### src/rtl/dcf_map.svh
/*
 Constants of the dual-clock style FIFO: widths, depth, pointer sizes and
 the value loaded by the output-stage reset.
 Assumes it is included by its bare name; it holds definitions only.
*/
`ifndef DCF_MAP_SVH
`define DCF_MAP_SVH

// Data word width without parity.
`define DCF_DATA_W 32
// Parity bits carried beside each word.
`define DCF_PAR_W 4
// Stored word width, data and parity together.
`define DCF_WORD_W 36
// Number of entries in the buffer.
`define DCF_DEPTH 16
// Pointer width: index bits plus one wrap bit.
`define DCF_PTR_W 5
// Width of the exposed pointer counts.
`define DCF_CNT_W 4
// Value the output-stage reset loads into the pipeline register.
`define DCF_STAGE_RST_VAL 36'h0_0000_0000

`endif

### src/rtl/dcf_pkg.sv
/*
 Types shared by the FIFO design: word, pointer, count and read mode.
 Assumes dcf_map.svh is reachable on the include path.
*/
`include "dcf_map.svh"

package dcf_pkg;

   // One stored entry, data in the upper bits and parity in the lower bits.
   typedef logic [`DCF_WORD_W-1:0] dcf_word_t;
   // Pointer with wrap bit.
   typedef logic [`DCF_PTR_W-1:0] dcf_ptr_t;
   // Exposed pointer count.
   typedef logic [`DCF_CNT_W-1:0] dcf_cnt_t;
   // How the first word after empty reaches the output.
   typedef enum logic {DCF_STANDARD, DCF_PASSTHROUGH} dcf_mode_t;

endpackage

### src/rtl/dcf_fifo_top.sv
/*
 FIFO controller around a flip-flop memory: pointer store with synchronised
 pointer views, full/empty/nearly flags, error flags, standard and
 pass-through read modes and an optional output pipeline register in single-clock mode.
 Assumes one clock clk and writer/reader logic on that same clock; the
 configuration inputs are held static while the FIFO is in use.
*/
// Overview of operation
// RULE1: Write stores word when enabled and not full.
// RULE2: Enables held low before and during reset.
// RULE3: Enables held low two cycles after reset.
// RULE4: Read moves next word into output register.
// RULE5: Reset returns pointers and flags to initial.
// RULE6: Reset held at least five cycles.
// RULE7: Reset leaves memory and data output alone.
// RULE8: Reset forces empty flags high, full low.
// RULE9: Output-stage reset synchronously loads pipeline register.
// RULE10: Output-stage enable gates pipeline; reset wins.
// RULE11: Read data and parity driven synchronously.
// RULE12: Full when all entries used; blocks writes.
// RULE13: Nearly-full when free entries below threshold.
// RULE14: Nearly-empty when stored entries below threshold.
// RULE15: Empty when nothing stored; blocks reads.
// RULE16: Read pointer count exposed, wraps to zero.
// RULE17: Write pointer count exposed, wraps to zero.
// RULE18: Write while full raises write error.
// RULE19: Read while empty raises read error.
// RULE20: Standard mode: word appears after read enable.
// RULE21: Pass-through mode: first word appears unrequested.
// RULE22: Reader advances only when empty is low.
// RULE23: Pass-through only in dual-clock configuration.
// RULE24: Empty releases three cycles, four pass-through.
// RULE25: Full releases three cycles after a read.
// RULE26: Read error clears when enable or empty low.
// RULE27: Pointers cross through multi-stage gray synchronisers.
`timescale 1ns/1ps
`include "dcf_map.svh"

module dcf_fifo_store #(
   parameter int W = 36,
   parameter int D = 16,
   localparam int PW = $clog2(D) + 1
)(
   input wire logic clk,
   input wire logic rstn,
   input wire logic single_clock,
   input wire logic wr_valid,
   input wire logic [W-1:0] wr_data,
   output logic wr_ready,
   output logic rd_valid,
   output logic [W-1:0] rd_data,
   input wire logic rd_ready,
   input wire logic [PW-1:0] nf_thresh,
   input wire logic [PW-1:0] ne_thresh,
   output logic nearly_full,
   output logic nearly_empty,
   output logic [PW-1:0] wr_ptr,
   output logic [PW-1:0] rd_ptr
);

   // Binary to gray, so only one bit moves per step across the crossing.
   function automatic logic [PW-1:0] to_gray(input logic [PW-1:0] b);
      to_gray = b ^ (b >> 1);
   endfunction

   // Gray back to binary for the occupancy arithmetic.
   function automatic logic [PW-1:0] to_bin(input logic [PW-1:0] g);
      logic [PW-1:0] b;
      b = '0;
      b[PW-1] = g[PW-1];
      for (int i = PW - 2; i >= 0; i--)
      begin
         b[i] = b[i+1] ^ g[i];
      end
      to_bin = b;
   endfunction

   logic [W-1:0] mem_q [D]; // Storage, never cleared by reset.
   logic [PW-1:0] wptr_q; // Write pointer with wrap bit.
   logic [PW-1:0] rptr_q; // Read pointer with wrap bit.
   logic [PW-1:0] wptr_d, rptr_d; // Next write and read pointers.
   logic [PW-1:0] wsync1_q; // First stage, read only by the second.
   logic [PW-1:0] wsync2_q; // Write pointer as seen by the reader.
   logic [PW-1:0] rsync1_q; // First stage, read only by the second.
   logic [PW-1:0] rsync2_q; // Read pointer as seen by the writer.
   logic [PW-1:0] w_seen; // Gray write pointer the read side compares.
   logic [PW-1:0] r_seen; // Gray read pointer the write side compares.
   logic [PW-1:0] stored; // Entries the reader believes are present.
   logic [PW-1:0] free; // Entries the writer believes are free.
   logic full_q, empty_q, nfull_q, nempty_q; // Registered flags of the store.
   logic wr_fire, rd_fire; // Transfers accepted at this edge.

   assign wr_fire = wr_valid & ~full_q; // RULE1 RULE12
   assign rd_fire = rd_ready & ~empty_q; // RULE15
   assign wptr_d = wptr_q + {{(PW-1){1'b0}}, wr_fire};
   assign rptr_d = rptr_q + {{(PW-1){1'b0}}, rd_fire};

   // Single-clock mode compares the live next pointers, so flags carry no
   // latency; otherwise the synchronised copies are used.
   assign w_seen = single_clock ? to_gray(wptr_d) : wsync2_q; // RULE27
   assign r_seen = single_clock ? to_gray(rptr_d) : rsync2_q; // RULE27
   assign stored = to_bin(w_seen) - rptr_d;
   assign free = PW'(D) - (wptr_d - to_bin(r_seen));

   // Memory write; reset deliberately leaves contents intact.
   always_ff @(posedge clk)
   begin
      if (wr_fire)
         mem_q[wptr_q[PW-2:0]] <= wr_data; // RULE1 RULE7
   end

   // Pointers advance only on accepted transfers and wrap naturally.
   always_ff @(posedge clk)
   begin
      if (!rstn)
      begin
         wptr_q <= '0; // RULE5
         rptr_q <= '0; // RULE5
      end
      else
      begin
         wptr_q <= wptr_d; // RULE17
         rptr_q <= rptr_d; // RULE16
      end
   end

   // Two-stage gray crossings; they cost the release latency of the flags.
   always_ff @(posedge clk)
   begin
      if (!rstn)
      begin
         wsync1_q <= '0;
         wsync2_q <= '0;
         rsync1_q <= '0;
         rsync2_q <= '0;
      end
      else
      begin
         wsync1_q <= to_gray(wptr_q); // RULE27
         wsync2_q <= wsync1_q; // RULE24
         rsync1_q <= to_gray(rptr_q); // RULE27
         rsync2_q <= rsync1_q; // RULE25
      end
   end

   // Flags rise at once from the local pointer and fall after the crossing.
   always_ff @(posedge clk)
   begin
      if (!rstn)
      begin
         empty_q <= 1'b1; // RULE8
         nempty_q <= 1'b1; // RULE8
         full_q <= 1'b0; // RULE8
         nfull_q <= 1'b0; // RULE8
      end
      else
      begin
         empty_q <= (to_gray(rptr_d) == w_seen); // RULE15 RULE24
         nempty_q <= (stored < ne_thresh); // RULE14
         full_q <= (to_gray(wptr_d) ==
            {~r_seen[PW-1:PW-2], r_seen[PW-3:0]}); // RULE12 RULE25
         nfull_q <= (free < nf_thresh); // RULE13
      end
   end

   assign wr_ready = ~full_q;
   assign rd_valid = ~empty_q;
   assign rd_data = mem_q[rptr_q[PW-2:0]];
   assign nearly_full = nfull_q;
   assign nearly_empty = nempty_q;
   assign wr_ptr = wptr_q;
   assign rd_ptr = rptr_q;

   a_full_blocks_write: assert property (@(posedge clk) disable iff (!rstn)
      full_q && wr_valid |=> $stable(wptr_q)) // RULE12
      else $error("Write pointer moved while full.");
   a_empty_blocks_read: assert property (@(posedge clk) disable iff (!rstn)
      empty_q && rd_ready |=> $stable(rptr_q)) // RULE15
      else $error("Read pointer moved while empty.");
   a_reset_flags: assert property (@(posedge clk)
      !rstn |=> empty_q && nempty_q && !full_q && !nfull_q) // RULE8
      else $error("Flags wrong after reset.");
   a_empty_release: assert property (@(posedge clk) disable iff (!rstn)
      !single_clock && empty_q && wr_fire && wptr_q == rptr_q &&
      wsync1_q == to_gray(wptr_q) && wsync2_q == wsync1_q
      |-> empty_q [*4] ##1 !empty_q) // RULE24
      else $error("Empty did not release three cycles after a write.");
   a_full_release: assert property (@(posedge clk) disable iff (!rstn)
      !single_clock && full_q && rd_fire && !wr_valid &&
      rsync1_q == to_gray(rptr_q) && rsync2_q == rsync1_q
      |-> full_q [*4] ##1 !full_q) // RULE25
      else $error("Full did not release three cycles after a read.");

endmodule // dcf_fifo_store

module dcf_fifo_top
   import dcf_pkg::*;
(
   input wire logic clk,
   input wire logic rstn,
   input wire logic [`DCF_DATA_W-1:0] write_data_in,
   input wire logic [`DCF_PAR_W-1:0] write_parity_in,
   input wire logic write_enable,
   input wire logic read_enable,
   input wire logic single_clock_mode,
   input wire logic first_word_passthrough,
   input wire logic output_pipeline_enable,
   input wire logic output_stage_reset,
   input wire logic output_stage_clock_enable,
   input wire logic [`DCF_PTR_W-1:0] nearly_full_threshold,
   input wire logic [`DCF_PTR_W-1:0] nearly_empty_threshold,
   output logic [`DCF_DATA_W-1:0] read_data_out,
   output logic [`DCF_PAR_W-1:0] read_parity_out,
   output logic full_flag,
   output logic empty_flag,
   output logic nearly_full_flag,
   output logic nearly_empty_flag,
   output logic [`DCF_CNT_W-1:0] read_pointer_count,
   output logic [`DCF_CNT_W-1:0] write_pointer_count,
   output logic write_error_flag,
   output logic read_error_flag
);

   dcf_mode_t read_mode; // Effective read mode.
   dcf_word_t store_word; // Word at the head of the store.
   dcf_word_t data_q; // Output register, not touched by reset.
   dcf_word_t pipe_q; // Optional pipeline stage after the output register.
   dcf_ptr_t wr_ptr, rd_ptr; // Store pointers with their wrap bits.
   logic store_ready, store_valid; // Store can take a word; store holds a word.
   logic fetch; // Head word moves into the output register.
   logic hold_valid_q; // Output register holds an unread word (pass-through).
   logic use_pipe; // Pipeline stage is in the output path.
   logic wr_err_q, rd_err_q; // Registered error flags.

   // Pass-through needs the crossing latency model, so it is refused in
   // single-clock operation and quietly falls back to standard mode.
   assign read_mode = (first_word_passthrough && !single_clock_mode) ?
      DCF_PASSTHROUGH : DCF_STANDARD; // RULE23
   assign use_pipe = single_clock_mode & output_pipeline_enable;

   // In standard mode only read enable fetches; in pass-through the
   // register refills itself whenever it is empty or being consumed.
   always_comb
   begin
      case (read_mode)
         DCF_STANDARD: fetch = read_enable & store_valid; // RULE4 RULE20
         DCF_PASSTHROUGH: fetch = store_valid & (~hold_valid_q | read_enable); // RULE21
         default: fetch = 1'b0;
      endcase
   end

   dcf_fifo_store #(.W(`DCF_WORD_W), .D(`DCF_DEPTH)) u_store (
      .clk(clk), .rstn(rstn), .single_clock(single_clock_mode),
      .wr_valid(write_enable), .wr_data({write_data_in, write_parity_in}),
      .wr_ready(store_ready), .rd_valid(store_valid), .rd_data(store_word),
      .rd_ready(fetch), .nf_thresh(nearly_full_threshold),
      .ne_thresh(nearly_empty_threshold), .nearly_full(nearly_full_flag),
      .nearly_empty(nearly_empty_flag), .wr_ptr(wr_ptr), .rd_ptr(rd_ptr)
   );

   // Output register loads only on a fetch; reset leaves it alone.
   always_ff @(posedge clk)
   begin
      if (fetch)
         data_q <= store_word; // RULE4 RULE7 RULE11
   end

   // Tracks whether the pass-through register still holds an unread word.
   always_ff @(posedge clk)
   begin
      if (!rstn)
         hold_valid_q <= 1'b0; // RULE5
      else if (read_mode != DCF_PASSTHROUGH)
         hold_valid_q <= 1'b0; // Standard mode never holds a word ahead.
      else if (fetch)
         hold_valid_q <= 1'b1; // RULE21
      else if (read_enable)
         hold_valid_q <= 1'b0; // RULE22
   end

   // Pipeline stage: its own reset wins over its clock enable.
   always_ff @(posedge clk)
   begin
      if (use_pipe && output_stage_reset)
         pipe_q <= `DCF_STAGE_RST_VAL; // RULE9
      else if (use_pipe && output_stage_clock_enable)
         pipe_q <= data_q; // RULE10
   end

   // Error flags follow the offending request; they drop as soon as the
   // enable or the matching full/empty flag goes low.
   always_ff @(posedge clk)
   begin
      if (!rstn)
      begin
         wr_err_q <= 1'b0; // RULE5
         rd_err_q <= 1'b0; // RULE5
      end
      else
      begin
         wr_err_q <= write_enable & ~store_ready; // RULE18
         rd_err_q <= read_enable & empty_flag; // RULE19 RULE26
      end
   end

   assign empty_flag = (read_mode == DCF_PASSTHROUGH) ? ~hold_valid_q : ~store_valid;
   assign full_flag = ~store_ready;
   assign {read_data_out, read_parity_out} = use_pipe ? pipe_q : data_q; // RULE11
   assign read_pointer_count = rd_ptr[`DCF_CNT_W-1:0]; // RULE16
   assign write_pointer_count = wr_ptr[`DCF_CNT_W-1:0]; // RULE17
   assign write_error_flag = wr_err_q;
   assign read_error_flag = rd_err_q;

   a_write_error_set: assert property (@(posedge clk) disable iff (!rstn)
      write_enable && full_flag |=> write_error_flag) // RULE18
      else $error("Write while full gave no write error.");
   a_read_error_clear: assert property (@(posedge clk) disable iff (!rstn)
      !read_enable || !empty_flag |=> !read_error_flag) // RULE26
      else $error("Read error did not clear.");
   a_read_error_set: assert property (@(posedge clk) disable iff (!rstn)
      read_enable && empty_flag |=> read_error_flag) // RULE19
      else $error("Read while empty gave no read error.");
   a_read_count_step: assert property (@(posedge clk) disable iff (!rstn)
      fetch |=> read_pointer_count == `DCF_CNT_W'($past(read_pointer_count) + 1)) // RULE16
      else $error("Read count did not step by one.");
   a_stage_reset: assert property (@(posedge clk)
      use_pipe && output_stage_reset |=> pipe_q == `DCF_STAGE_RST_VAL) // RULE9
      else $error("Output stage reset ignored.");
   a_first_word_fill: assert property (@(posedge clk) disable iff (!rstn)
      read_mode == DCF_PASSTHROUGH && !hold_valid_q && store_valid
      |=> !empty_flag && data_q == $past(store_word)) // RULE21
      else $error("First word did not fall through.");

endmodule // dcf_fifo_top

### config.mk
export PLATFORM = sky130hd
export DESIGN_NAME = dcf_fifo_top
export DESIGN_NICKNAME = d
export VERILOG_FILES = /design/src/rtl/dcf_pkg.sv /design/src/rtl/dcf_fifo_top.sv
export VERILOG_INCLUDE_DIRS = /design/src /design/src/rtl
export SDC_FILE = /design/constraint.sdc
export NUM_CORES = 1
export LEC_CHECK = 0
export BUFFER_PORTS_ARGS = -buffer_cell sky130_fd_sc_hd__buf_4
export CORE_MARGIN = 2
export CORE_UTILIZATION = 45
export DETAILED_ROUTE_END_ITERATION = 7
export SKIP_LAST_GASP = 1
export SLEW_MARGIN = 20
export SYNTH_ARGS = -nofsm -noshare
export SYNTH_HDL_FRONTEND = slang
export SYNTH_SLANG_ARGS = --single-unit
### constraint.sdc
create_clock -name clk -period 7.73 [get_ports clk]
set_clock_uncertainty 0.15 [all_clocks]
set_input_delay 1.1595 -clock clk [delete_from_list [all_inputs] [get_ports clk]]
set_output_delay 1.1595 -clock clk [all_outputs]
set_load 0.05 [all_outputs]
# Yosys cells after proc, flatten, opt, wreduce, memory -nomap -nowiden
# Memory sizes are Yosys's and may differ from the RTL's. A register that Yosys moved wholly into a read port is not among the register bits.
# Cells that the tools add are included.
[word_totals]
register_bits = 73
latchBits = 0
ram_bits = 576
romBits = 0
input_bits = 55
output_inout_bits = 50
wordCells = 65
n_memories = 1
[mem_list]
columns = ["memory", "depth", "word_bits", "read_ports", "rd_clocked_by_memory_dff", "wr", "line_no", "rtl"]
rows = [
  ["u_store.mem_q", 16, 36, 1, 1, 1, "dcf_fifo_top.sv:78", "logic [W-1:0] mem_q [D];"],
]
[classes]
n_addsub = 5
n_mul = 0
div = 0
magnitude_cmp = 2
n_eq_ne = 2
n_shift = 0
muxes = 10
n_bitwise = 25
n_reduce_logical = 6
[ops]
columns = ["operator", "count"]
rows = [
  ["36-bit two-way mux", 1],
  ["5-bit by 4-bit bitwise XOR with 5-bit output", 4],
  ["5-bit by 1-bit adder with 5-bit output", 2],
  ["5-bit equality test", 2],
  ["5-bit < comparator", 2],
  ["5-bit two-way mux", 2],
  ["5-bit subtractor", 2],
  ["1-bit bitwise XOR", 8],
  ["1-bit AND", 7],
  ["1-bit two-way mux", 6],
  ["5-bit subtractor (first input constant)", 1],
  ["1-bit NOT", 4],
  ["1-bit logical AND", 3],
  ["2-bit NOT", 1],
  ["1-bit one-hot mux with 2 select lines", 1],
  ["2-bit AND reduction", 1],
  ["2-bit nonzero test", 1],
  ["1-bit zero test", 1],
  ["1-bit OR", 1],
]

# Logic depth before layout (Yosys ltp)
# Gate-level depths: netlist of run 1.
[depth]
depth_word = 16
ltp_mapped = 20
depth_no_buf = 19

# By module
# From an unflattened synthesis of run 1, not the netlist that was laid out.
[unflattened]
hier_cells = 1220
hier_area_um2 = 26829.5
[modules_own_cells]
columns = ["mod", "n_inst", "cells_each", "area_per_inst_um2", "seq_area_each_um2"]
rows = [
  ["dcf_fifo_store", 1, 1047, 23902.9, 17977.2],
  ["dcf_fifo_top", 1, 173, 2926.6, 1861.8],
]

# Worst setup path after synthesis of run 1
# OpenSTA, ideal clock, no wires.
[synth_path]
kind = "input to register"
start = "in single_clock_mode"
end = "reg u_store.nfull_q (netlist: u_store.nearly_full)"
setup_time_ps = 116
arrival_time_ps = 5800
t_required_ps = 7464
setup_slack_ps = 1665
stages = 20
path_buffers = 1
cell_sequence = "buf_2 -> inv_2 -> nand2_1 -> nor2_1 -> nor2_1 -> nor2_1 -> ha_1 -> ha_1 -> xor2_4 -> nand2_1 -> o21ai_0 -> ha_1 -> ha_1 -> a21o_1 -> a21oi_1 -> xnor2_1 -> xnor2_1 -> ha_1 -> o21ai_0 -> and3b_1"
[synth_via]
elab_chain_len = 16
[synth_rtl]
columns = ["element", "line_no", "rtl"]
rows = [
  ["start, declared", "dcf_fifo_top.sv:205", "input wire logic single_clock_mode,"],
  ["1-bit zero test *", "dcf_fifo_top.sv:237", "assign read_mode = (first_word_passthrough && !single_clock_mode) ?"],
  ["1-bit logical AND *", "dcf_fifo_top.sv:237", ""],
  ["1-bit two-way mux *", "dcf_fifo_top.sv:237", ""],
  ["1-bit NOT", "dcf_fifo_top.sv:245", "case (read_mode)"],
  ["1-bit one-hot mux with 2 select lines *", "dcf_fifo_top.sv:245", ""],
  ["net fetch", "dcf_fifo_top.sv:230", "logic fetch;"],
  ["1-bit AND *", "dcf_fifo_top.sv:94", "assign rd_fire = rd_ready & ~empty_q;"],
  ["5-bit by 1-bit adder with 5-bit output *", "dcf_fifo_top.sv:96", "assign rptr_d = rptr_q + {{(PW-1){1'b0}}, rd_fire};"],
  ["5-bit by 4-bit bitwise XOR with 5-bit output *", "dcf_fifo_top.sv:63", "to_gray = b ^ (b >> 1);"],
  ["5-bit two-way mux *", "dcf_fifo_top.sv:101", "assign r_seen = single_clock ? to_gray(rptr_d) : rsync2_q;"],
  ["1-bit bitwise XOR (4 in a row)", "dcf_fifo_top.sv:73", "b[i] = b[i+1] ^ g[i];"],
  ["5-bit subtractor * (2 in a row)", "dcf_fifo_top.sv:103", "assign free = PW'(D) - (wptr_d - to_bin(r_seen));"],
  ["5-bit < comparator *", "dcf_fifo_top.sv:162", "nfull_q <= (free < nf_thresh);"],
  ["end signal, assigned", "dcf_fifo_top.sv:162", ""],
  ["end, declared", "dcf_fifo_top.sv:90", "logic full_q, empty_q, nfull_q, nempty_q;"],
]
# Mark *: on every way through the listed nets, which the timed path passes. The rest lies on a longest branch.
# A chain may end at the register's enable or synchronous reset.

# Worst setup path after layout of run 1
[layout_path]
start = "in write_enable"
end = "reg u_store.nfull_q (netlist: u_store.nearly_full)"
[layout_via]
elab_chain_len = 5
[layout_rtl]
columns = ["element", "line_no", "rtl"]
rows = [
  ["start, declared", "dcf_fifo_top.sv:203", "input wire logic write_enable,"],
  ["1-bit AND", "dcf_fifo_top.sv:93", "assign wr_fire = wr_valid & ~full_q;"],
  ["5-bit by 1-bit adder with 5-bit output", "dcf_fifo_top.sv:95", "assign wptr_d = wptr_q + {{(PW-1){1'b0}}, wr_fire};"],
  ["5-bit subtractor (2 in a row)", "dcf_fifo_top.sv:103", ""],
  ["5-bit < comparator", "dcf_fifo_top.sv:162", ""],
]
# No other way between the ends.

==> results of run 1 <==
==> report_power, final <==
| part | switching (mW) | leakage [nW] | internal (mW) |
|---|---|---|---|
| logic | 0.496 | 2.75 | 0.429 |
| clock network | 1.41 | 1.09 | 1.88 |
| registers | 0.0750 | 6.14 | 4.15 |
==> kinds of logic after synthesis <==
logic type | Yosys count | synth area share, %
buf+inv | 89 | 1.66
mux | 220 | 16.8
simple gates | 157 | 2.81
flops | 685 | 73.9
xor+xnor | 36 | 1.45
compound gates | 75 | 1.68
fa+ha+maj | 36 | 1.73
==> per-layer routing <==
metal	global-route usage [%]	up-vias	part of all wire, %
met4	4.52	2	1.7
met5	0	-	0.027
met3	3.49	84	5.0
met2	32.3	328	49
li1	-	5500	-
met1	27.5	6747	44
==> cell usage in the layout (no fill, tap or decap), drive strengths merged, types with 3 or more instances in the layout <==
master  count
mux2i       4
a21o        4
clkinv     23
xnor2      17
o21ai       7
inv        23
clkbuf    101
mux2       36
and3       20
nor2b       5
xnor3       4
o21a        5
nor2       13
mux4      180
ha         34
edfxtp    612
xor2       15
dfxtp      73
nand2      83
and2       28
buf       120
a21oi      45
a21boi      3
==> area by class of cell <==
cell class / instances / share of cell area (%)
Clock inverter: 30 / 0.808
Multi-Input combinational cell: 524 / 21.6
Sequential cell: 685 / 64.7
Inverter: 20 / 0.245
Timing Repair Buffer: 120 / 2.98
Clock buffer: 101 / 6.50
Tap cell: 773 / 3.15
==> metrics by stage <==
| step | cell area (um^2) | cells |
|---|---|---|
| 5_1_grt | 30700 | 2253 |
| 2_1_floorplan | 26800 | 1298 |
| 3_5_place_dp | 28400 | 2122 |
| 6_report | 30700 | 2253 |
| 4_1_cts | 30700 | 2253 |
| 3_3_place_gp | 28400 | 2122 |
==> flip-flops by register name, indices dropped and copies added (netlist names) <==
name and flops:
u_store.rd_ptr 5, u_store.mem_q 576, u_store.empty_q 1, write_error_flag 1, u_store.wr_ptr 5, pipe_q 36
u_store.wsync1_q 5, hold_valid_q 1, data_q 36, read_error_flag 1, u_store.nearly_full 1, u_store.rsync2_q 5
u_store.full_q 1, u_store.nearly_empty 1, u_store.wsync2_q 5, u_store.rsync1_q 5
==> critical path: stages <==
cell,delay (ns)
buf_4,0.08
nor2b_1,0.80
ha_1,0.38
ha_1,0.24
xor2_1,0.27
inv_2,0.10
ha_1,0.32
ha_1,0.28
a21o_1,0.16
a21oi_1,0.16
xnor2_1,0.15
xnor2_1,0.09
ha_1,0.27
o21ai_0,0.07
and3b_1,0.17
==> worst paths after layout <==
path | startpoint | end | slack (ns)
max | write_enable | u_store.nearly_full$_SDFF_PN0_ | 3.38
min | u_store.wsync1_q[3]$_SDFF_PN0_ | u_store.wsync2_q[3]$_SDFF_PN0_ | 0.29
max reg2reg | u_store.full_q$_SDFF_PN0_ | u_store.nearly_full$_SDFF_PN0_ | 3.70
min reg2reg | u_store.wsync1_q[3]$_SDFF_PN0_ | u_store.wsync2_q[3]$_SDFF_PN0_ | 0.29
==> impl_results.md, run 1 <==
* Fin nets at 1514
* Top-count cell post-synth: edfxtp_1
* Avg Vias per Cell at 5.62
* Post-route worst setup slack at 3.38 ns
* Cts hold-fix bufs at 0
* Clock Pin Slew Worst Setup and Hold Paths at 0.06 ns
* # port buffers at 104
* Hold Fails Final Rpt at 0
* Reg2reg path depth at 14
* GRT Resource Usage Total at 19.6%
* CTS resizes at 0
* Slew headroom at 25.4%
* Register area at 19900 um^2
* DPL Wire Length at 27900 um
* Global-route wire length before repair at a little under 90000 um
* Residual DRC at 0
* # clock sinks at 685
* Post-DRT Antenna Nets at 0
* Multi-input gate area at 6630 um^2
* Filler instances at 4633
* Vias in the first global route at about 13000
* Gate Count Post-Synth at 1298
* Fin crit period at 4.35 ns
* Routed len/inst at 26.1 um
* Worst-Skew Late Latency at 0.60 ns
* Critical path launch point type: primary input
* Post-CTS setup buffers at 0
* WHS Path Cells at 1
* Top_reg_cell synth: edfxtp_1
* Post-Syn Area at 26800 um^2
* Async SR Flop Fraction at 0%
* Via count at 12700
* Antenna violations before repair at 1
* CP Capture Type: register
* Outcome: finished, final reports clean
* PD cells at 275 nW/um^2
* Initial Util at 45.5%
* Synth warn at 0
* GRT Residual Overflow at 0
* Total CTS buffers at 72
* Worst slack, placed at 2.81 ns
* Leakage power at between 9 and 10 nW
* Endpoints failing setup at 0
* Drt total wl at 58800 um
* Distinct cells, synth at 43
* Achievable Freq at 230 MHz
* Die width at 248 um
* # rows at 89
* Largest area contributor in the netlist: edfxtp_1
* Hold Path Class: register to register
* Top cells by area, synth: edfxtp_1 (68%), mux4_2 (15%), dfxtp_1 (5.4%)
* MaxCap Viol Count at 0
* Area growth syn-to-layout at 14.3%
* Htree depth at 3
* Final worst-path cycle share at 56.3%
* Share of cells above drive strength 1 at 31.5%
* I/O Pins at approximately 110
* Final hold slack at between 0.2 and 0.3 ns
* Drt first-iter violations at 1122
* Crit path max fanout at 17
* Largest net degree at the start of global routing at 108
* Die ar. at 61600 um^2
* Syn_nets at around 1400
* Die Y at 248 um
* Peak VDD IR at 0.149 mV
* CTS tree: done
* Final Slew Violations at 0
* Setup_tns at 0 ns
* Slew @ Worst Pin at about 1.1 ns
* EDFF count, synth at 612
* Worst Path Arrival at 4.70 ns
* Core ar. at a little under 60000 um^2
* CP Data Required Time at approximately 8.1 ns
* Placer congestion estimate at around 0.8
* Pre-antenna DRT Iters at 5
* Clock Path Buffers at 3
* Syn_area_per_cell at 20.7 um^2
* Unrepaired setup endpoints after global routing: no
* Register area share after synthesis at between 70 and 80%
* Critical path class: primary input to register
* Synth cell count leaders: edfxtp_1 (612), mux4_2 (180), nand2_1 (83), dfxtp_1 (73), a21oi_1 (45)
* Flops & latches, synth at 685
* Total power draw at approximately 8.4 mW
* Top cell type's share of synthesized area at 68.5%
* Root Driver: clkbuf_16
* Post-layout util at 52.0%
* N_diodes at 0
Note: power is estimated with default switching activity, not from simulation.
==> run 2, diff against run 1 <==
clock period = 3.8 ns   (was 7.73 ns; I/O delays follow)
==> impl_results.md, run 2 (synthesis results as in run 1) <==
* Outcome: finished, final reports clean
* CP Capture Type: register
* # clock sinks at 685
* Crit path max fanout at 3
* Cts hold-fix bufs at 0
* Die ar. at a little over 60000 um^2
* Global-route wire length before repair at 87600 um
* Fin crit period at ~3.3 ns
* Cell mode on critical path: ha_1
* # port buffers at 104
* Reg2reg path depth at 14
* # rows at roughly 90
* Final worst-path cycle share at between 80 and 90%
* WHS Path Cells at 2
* Drt first-iter violations at 1082
* Placed cell areas at 28700 um^2
* I/O Pins at 105
* Initial Util at 45.5%
* Via count at 12700
* Antenna violations before repair at 5
* PD cells at 573 nW/um^2
* Drt total wl at between 50000 and 60000 um
* Post-route cell area at between 30000 and 40000 um^2
* Critical path launch point type: register
* Residual DRC at 0
* CP Buf/Inv Count at 1
* CP Data Required Time at 4.14 ns
* Unrepaired setup endpoints after global routing: no
* Pre-antenna DRT Iters at 5
* Largest net degree at the start of global routing at 147
* Htree depth at 3
* Largest stage delay, worst path at 0.34 ns
* Peak VDD IR at about 0.40 mV
* MaxCap Viol Count at 0
* Slew @ Worst Pin at ~1.1 ns
* Post-layout util at 52.9%
* Final Slew Violations at 0
* Total CTS buffers at 74
* Hold Path Class: primary input to register
* Leakage power at ~10 nW
* Die Y at 248 um
* Placer congestion estimate at 0.768
* Worst-Skew Late Latency at 0.60 ns
* Commonest non-fill, non-tap cells in the layout: edfxtp_1 (612), mux4_2 (180), buf_4 (129), nand2_1 (81), clkbuf_16 (77)
* Critical path class: register to register
* DPL Wire Length at approximately 31000 um
* Post-DRT Antenna Nets at 0
* Max reg flops at 576
* Slew headroom at 23.7%
* CP max-delay cell: ha_1
* Post-CTS setup buffers at 0
* Achievable Freq at 300 MHz
* GRT Residual Overflow at 0
* Most common cell after layout, fill and taps aside: edfxtp_1
* Area growth syn-to-layout at 16.4%
* Vias in the first global route at between 10000 and 15000
* CTS tree: done
* Routed len/inst at 26.1 um
* Final hold slack at 0.0642 ns
* Clock Path Buffers at 3
* Endpoints failing setup at 0
* Critical Path, Cell by Cell: nor2b_1 -> ha_1 -> ha_1 -> xor2_1 -> inv_2 -> ha_1 -> ha_1 -> a21o_1 -> a21oi_2 -> xnor2_1 -> xnor2_1 -> ha_1 -> o21ai_1 -> and3b_1
* Core ar. at between 50000 and 60000 um^2
* Share of cells above drive strength 1 at 33.8%
* Crit. path cell count at 14
* Worst Path Arrival at between 3 and 4 ns
* GRT Resource Usage Total at 19.9%
* CP top delay family: adder cells
* Filler instances at 4576
* CTS resizes at 0
* Fin nets at 1536
* Die width at 248 um
* Clock Pin Slew Worst Setup and Hold Paths at 0.05 ns
* Avg Vias per Cell at 5.60
* Hold Fails Final Rpt at 0
* Root Driver: clkbuf_16
run 2: where the power goes:
group	switching (mW)	leakage, nW	internal (mW)
Combinational	1.08	2.90	0.902
Clock	2.91	1.22	4.48
Sequential	0.102	6.14	8.45
Total	4.08	10.3	13.8
run 2: area by class of cell:
class,count,area [um^2],area share [%]
flip-flops and latches,685,19900,63.6
multi-input cells,524,6640,21.3
clock buffers,90,1990,6.36
repair buffers,140,1190,3.81
well taps,773,967,3.10
clock inverters,45,512,1.64
inverters,20,85.1,0.272
diodes,1,2.50,0.00801
run 2: per-stage QoR:
| step | power [mW] | setup WS, ns | TNS (ns) | instances |
|---|---|---|---|---|
| 3_5_place_dp | 10.7 | 0.0656 | 0 | 2142 |
| 2_1_floorplan | 10.1 | -0.306 | -0.306 | 1298 |
| 3_3_place_gp | 10.7 | 0.126 | 0 | 2142 |
| 6_report | 17.9 | 0.463 | 0 | 2278 |
| 5_1_grt | 18.5 | 0.228 | 0 | 2278 |
| 4_1_cts | 18.1 | 0.409 | 0 | 2277 |
run 2: path summary, 6_finish.rpt:
path | startpoint | end | slack (ns)
setup / recovery | u_store.full_q$_SDFF_PN0_ | u_store.nearly_full$_SDFF_PN0_ | 0.46
hold / removal | write_enable | write_error_flag$_SDFF_PN0_ | 0.06
setup reg to reg | u_store.full_q$_SDFF_PN0_ | u_store.nearly_full$_SDFF_PN0_ | 0.46
hold reg to reg | u_store.wsync1_q[3]$_SDFF_PN0_ | u_store.wsync2_q[3]$_SDFF_PN0_ | 0.28
run 2: metal layers:
metal | wire length [um] | part of all wire (%) | GRT usage [%]
met1 | 25800 | 43 | 27.4
met2 | 29300 | 49 | 32.6
met3 | 3270 | 5.5 | 4.20
met4 | 1160 | 1.9 | 4.92
met5 | 23 | 0.039 | 0
==> run 3, diff against run 2 <==
ABC_AREA = 1   (was not set)
ABC_CLOCK_PERIOD_IN_PS = 3800   (was not set)
SETUP_SLACK_MARGIN = 0.5   (was not set)
==> impl_results.md, run 3 <==
* Placer congestion estimate at a little over 0.8
* Largest net degree at the start of global routing at 146
* Critical path class: register to register
* Peak VDD IR at 0.378 mV
* Top-count cell post-synth: edfxtp_1
* Distinct cells, synth at 38
* Largest stage delay, worst path at 0.35 ns
* Area growth syn-to-layout at 18.1%
* Total CTS buffers at 71
* Top_reg_cell synth: edfxtp_1
* I/O Pins at 105
* CP Buf/Inv Count at 1
* Total power draw at 17.7 mW
* Setup_tns at 0 ns
* Top cell type's share of synthesized area at 67.7%
* Avg Vias per Cell at roughly 5.6
* Final worst-path cycle share at 97.1%
* Largest area contributor in the netlist: edfxtp_1
* Fin crit period at roughly 3.7 ns
* Synth cell count leaders: edfxtp_1 (612), o21ai_0 (344), nor2_1 (224), nor3_1 (147), o22ai_1 (133)
* Post-Syn Area at approximately 27000 um^2
* Gate Count Post-Synth at 2132
* Root Driver: clkbuf_16
* Placed cell areas at 29500 um^2
* Multi-input gate area at 6840 um^2
* Leakage power at between 10 and 15 nW
* CP Capture Type: register
* Post-route cell area at 32000 um^2
* EDFF count, synth at 612
* Initial Util at between 40% and 50%
* Final Slew Violations at 0
* Flops & latches, synth at 685
* Pre-antenna DRT Iters at 5
* Hold Fails Final Rpt at 0
* Worst-Skew Late Latency at around 0.59 ns
* Global-route wire length before repair at 103000 um
* Htree depth at 3
* Max reg flops at 576
* Share of cells above drive strength 1 at 18.0%
* Clock Path Buffers at 3
* Critical path launch point type: register
* Register area at just under 20000 um^2
* GRT Resource Usage Total at around 22%
* MaxCap Viol Count at 0
* Worst Path Arrival at ~4 ns
* Unrepaired setup endpoints after global routing: yes
* Routed len/inst at 22.0 um
* Residual DRC at 0
* Via count at ~17000
* DPL Wire Length at 37200 um
* Achievable Freq at 271 MHz
* Slew @ Worst Pin at roughly 0.86 ns
* Crit path max fanout at 5
* Filler instances at 4933
* Die Y at 250 um
* Fin nets at 2360
* Antenna violations before repair at 2
* Die width at between 200 and 250 um
* GRT Residual Overflow at 0
* Syn_area_per_cell at 12.7 um^2
* Syn_nets at 2223
* Post-DRT Antenna Nets at 0
* CP Data Required Time at ~4.2 ns
* Slew headroom at 42.8%
* Post-layout util at 53.4%
* Drt first-iter violations at roughly 1700
* # rows at 90
* Drt total wl at 68400 um
* PD cells at about 550 nW/um^2
* CP max-delay cell: ha_1
* CP top delay family: simple AND/OR/NAND/NOR gates
* # clock sinks at 685
* Top cells by area, synth: edfxtp_1 (68%), o21ai_0 (6.3%), dfxtp_1 (5.4%)
* Clock Pin Slew Worst Setup and Hold Paths at 0.05 ns
* Vias in the first global route at 16900
* Register area share after synthesis at 73.1%
* Endpoints failing setup at 0
* CTS tree: done
* # port buffers at 104
* Outcome: finished, final reports clean
* Async SR Flop Fraction at 0%
* Hold Path Class: primary input to register
* Cell mode on critical path: nand2_4
* Commonest non-fill, non-tap cells in the layout: edfxtp_1 (612), o21ai_0 (342), nor2_1 (204), buf_4 (184), nor3_1 (147)
* Core ar. at 60000 um^2
* Die ar. at 62300 um^2
* Synth warn at 0
* Most common cell after layout, fill and taps aside: edfxtp_1
[run 3: area by class of cell]
class / count / area share [%]
diodes: 1 / 0.00781
clock buffers: 99 / 6.13
clock inverters: 24 / 0.640
inverters: 108 / 1.32
multi-input cells: 1199 / 21.3
flip-flops and latches: 685 / 62.0
well taps: 782 / 3.05
repair buffers: 204 / 5.53
[run 3: final timing paths]
path                                                startpoint                              to  slack [ns]  cells past startpoint
worst max register to register       hold_valid_q$_SDFFE_PN0P_  u_store.nearly_full$_SDFF_PN0_        0.11                     26
worst min register to register  u_store.wsync1_q[1]$_SDFF_PN0_  u_store.wsync2_q[1]$_SDFF_PN0_        0.26                      2
worst min-delay path                              write_enable     write_error_flag$_SDFF_PN0_        0.08                      3
worst max-delay path                 hold_valid_q$_SDFFE_PN0P_  u_store.nearly_full$_SDFF_PN0_        0.11                     26
[run 3: per-stage QoR]
stage          std cells  hold slack, ns  worst slack (ns)
3_3_place_gp        2965           0.245            -0.496
6_report            3102          0.0776             0.111
4_1_cts             3095          0.0371             0.141
2_1_floorplan       2132           0.240            -0.778
3_5_place_dp        2965           0.247            -0.577
5_1_grt             3102          0.0766           -0.0612
[run 3: per-layer routing]
| layer | vias to the layer above | routed length, um | GRT usage (%) | share of wire [%] |
|---|---|---|---|---|
| li1 | 8084 | - | - | - |
| met1 | 8636 | 29900 | 30.2 | 44 |
| met2 | 604 | 32400 | 35.0 | 47 |
| met3 | 94 | 4810 | 4.10 | 7.0 |
| met4 | 0 | 1310 | 6.20 | 1.9 |
| met5 | - | 0 | 0 | 0 |
[run 3: logic make-up (layout without fill, tap and decap cells)]
| family | after synthesis | after routing | share of synthesized area (%) |
|---|---|---|---|
| other | 0 | 1 | 0 |
| adder cells (fa/ha/maj) | 36 | 36 | 1.72 |
| buffers and inverters | 248 | 435 | 3.94 |
| AND/OR/NAND/NOR | 564 | 564 | 9.03 |
| XOR/XNOR | 19 | 19 | 0.696 |
| AO/OA/AOI/OAI | 580 | 580 | 11.5 |
| flip-flops | 685 | 685 | 73.1 |
[run 3: repair_timing]
action / 4_1_cts / 5_1_grt
endpoints found under the setup margin: 4 / 10
pin swaps: 26 / 19
buffers inserted: 7 / 6
gates resized for setup: 21 / 37
hold buffers: 0 / 0
[run 3: tightest hold or removal path: cells and delay by family]
kind / cells / cell delay (ns)
buf+inv: 1 / 0.08
simple gates: 2 / 0.11
[run 3: power breakdown]
group          leakage [nW]  switching [mW]  internal (mW)  total [mW]
Combinational          3.91            1.74          0.834        2.58
Clock                  1.05            2.72           3.80        6.53
Sequential             6.15           0.103           8.48        8.59
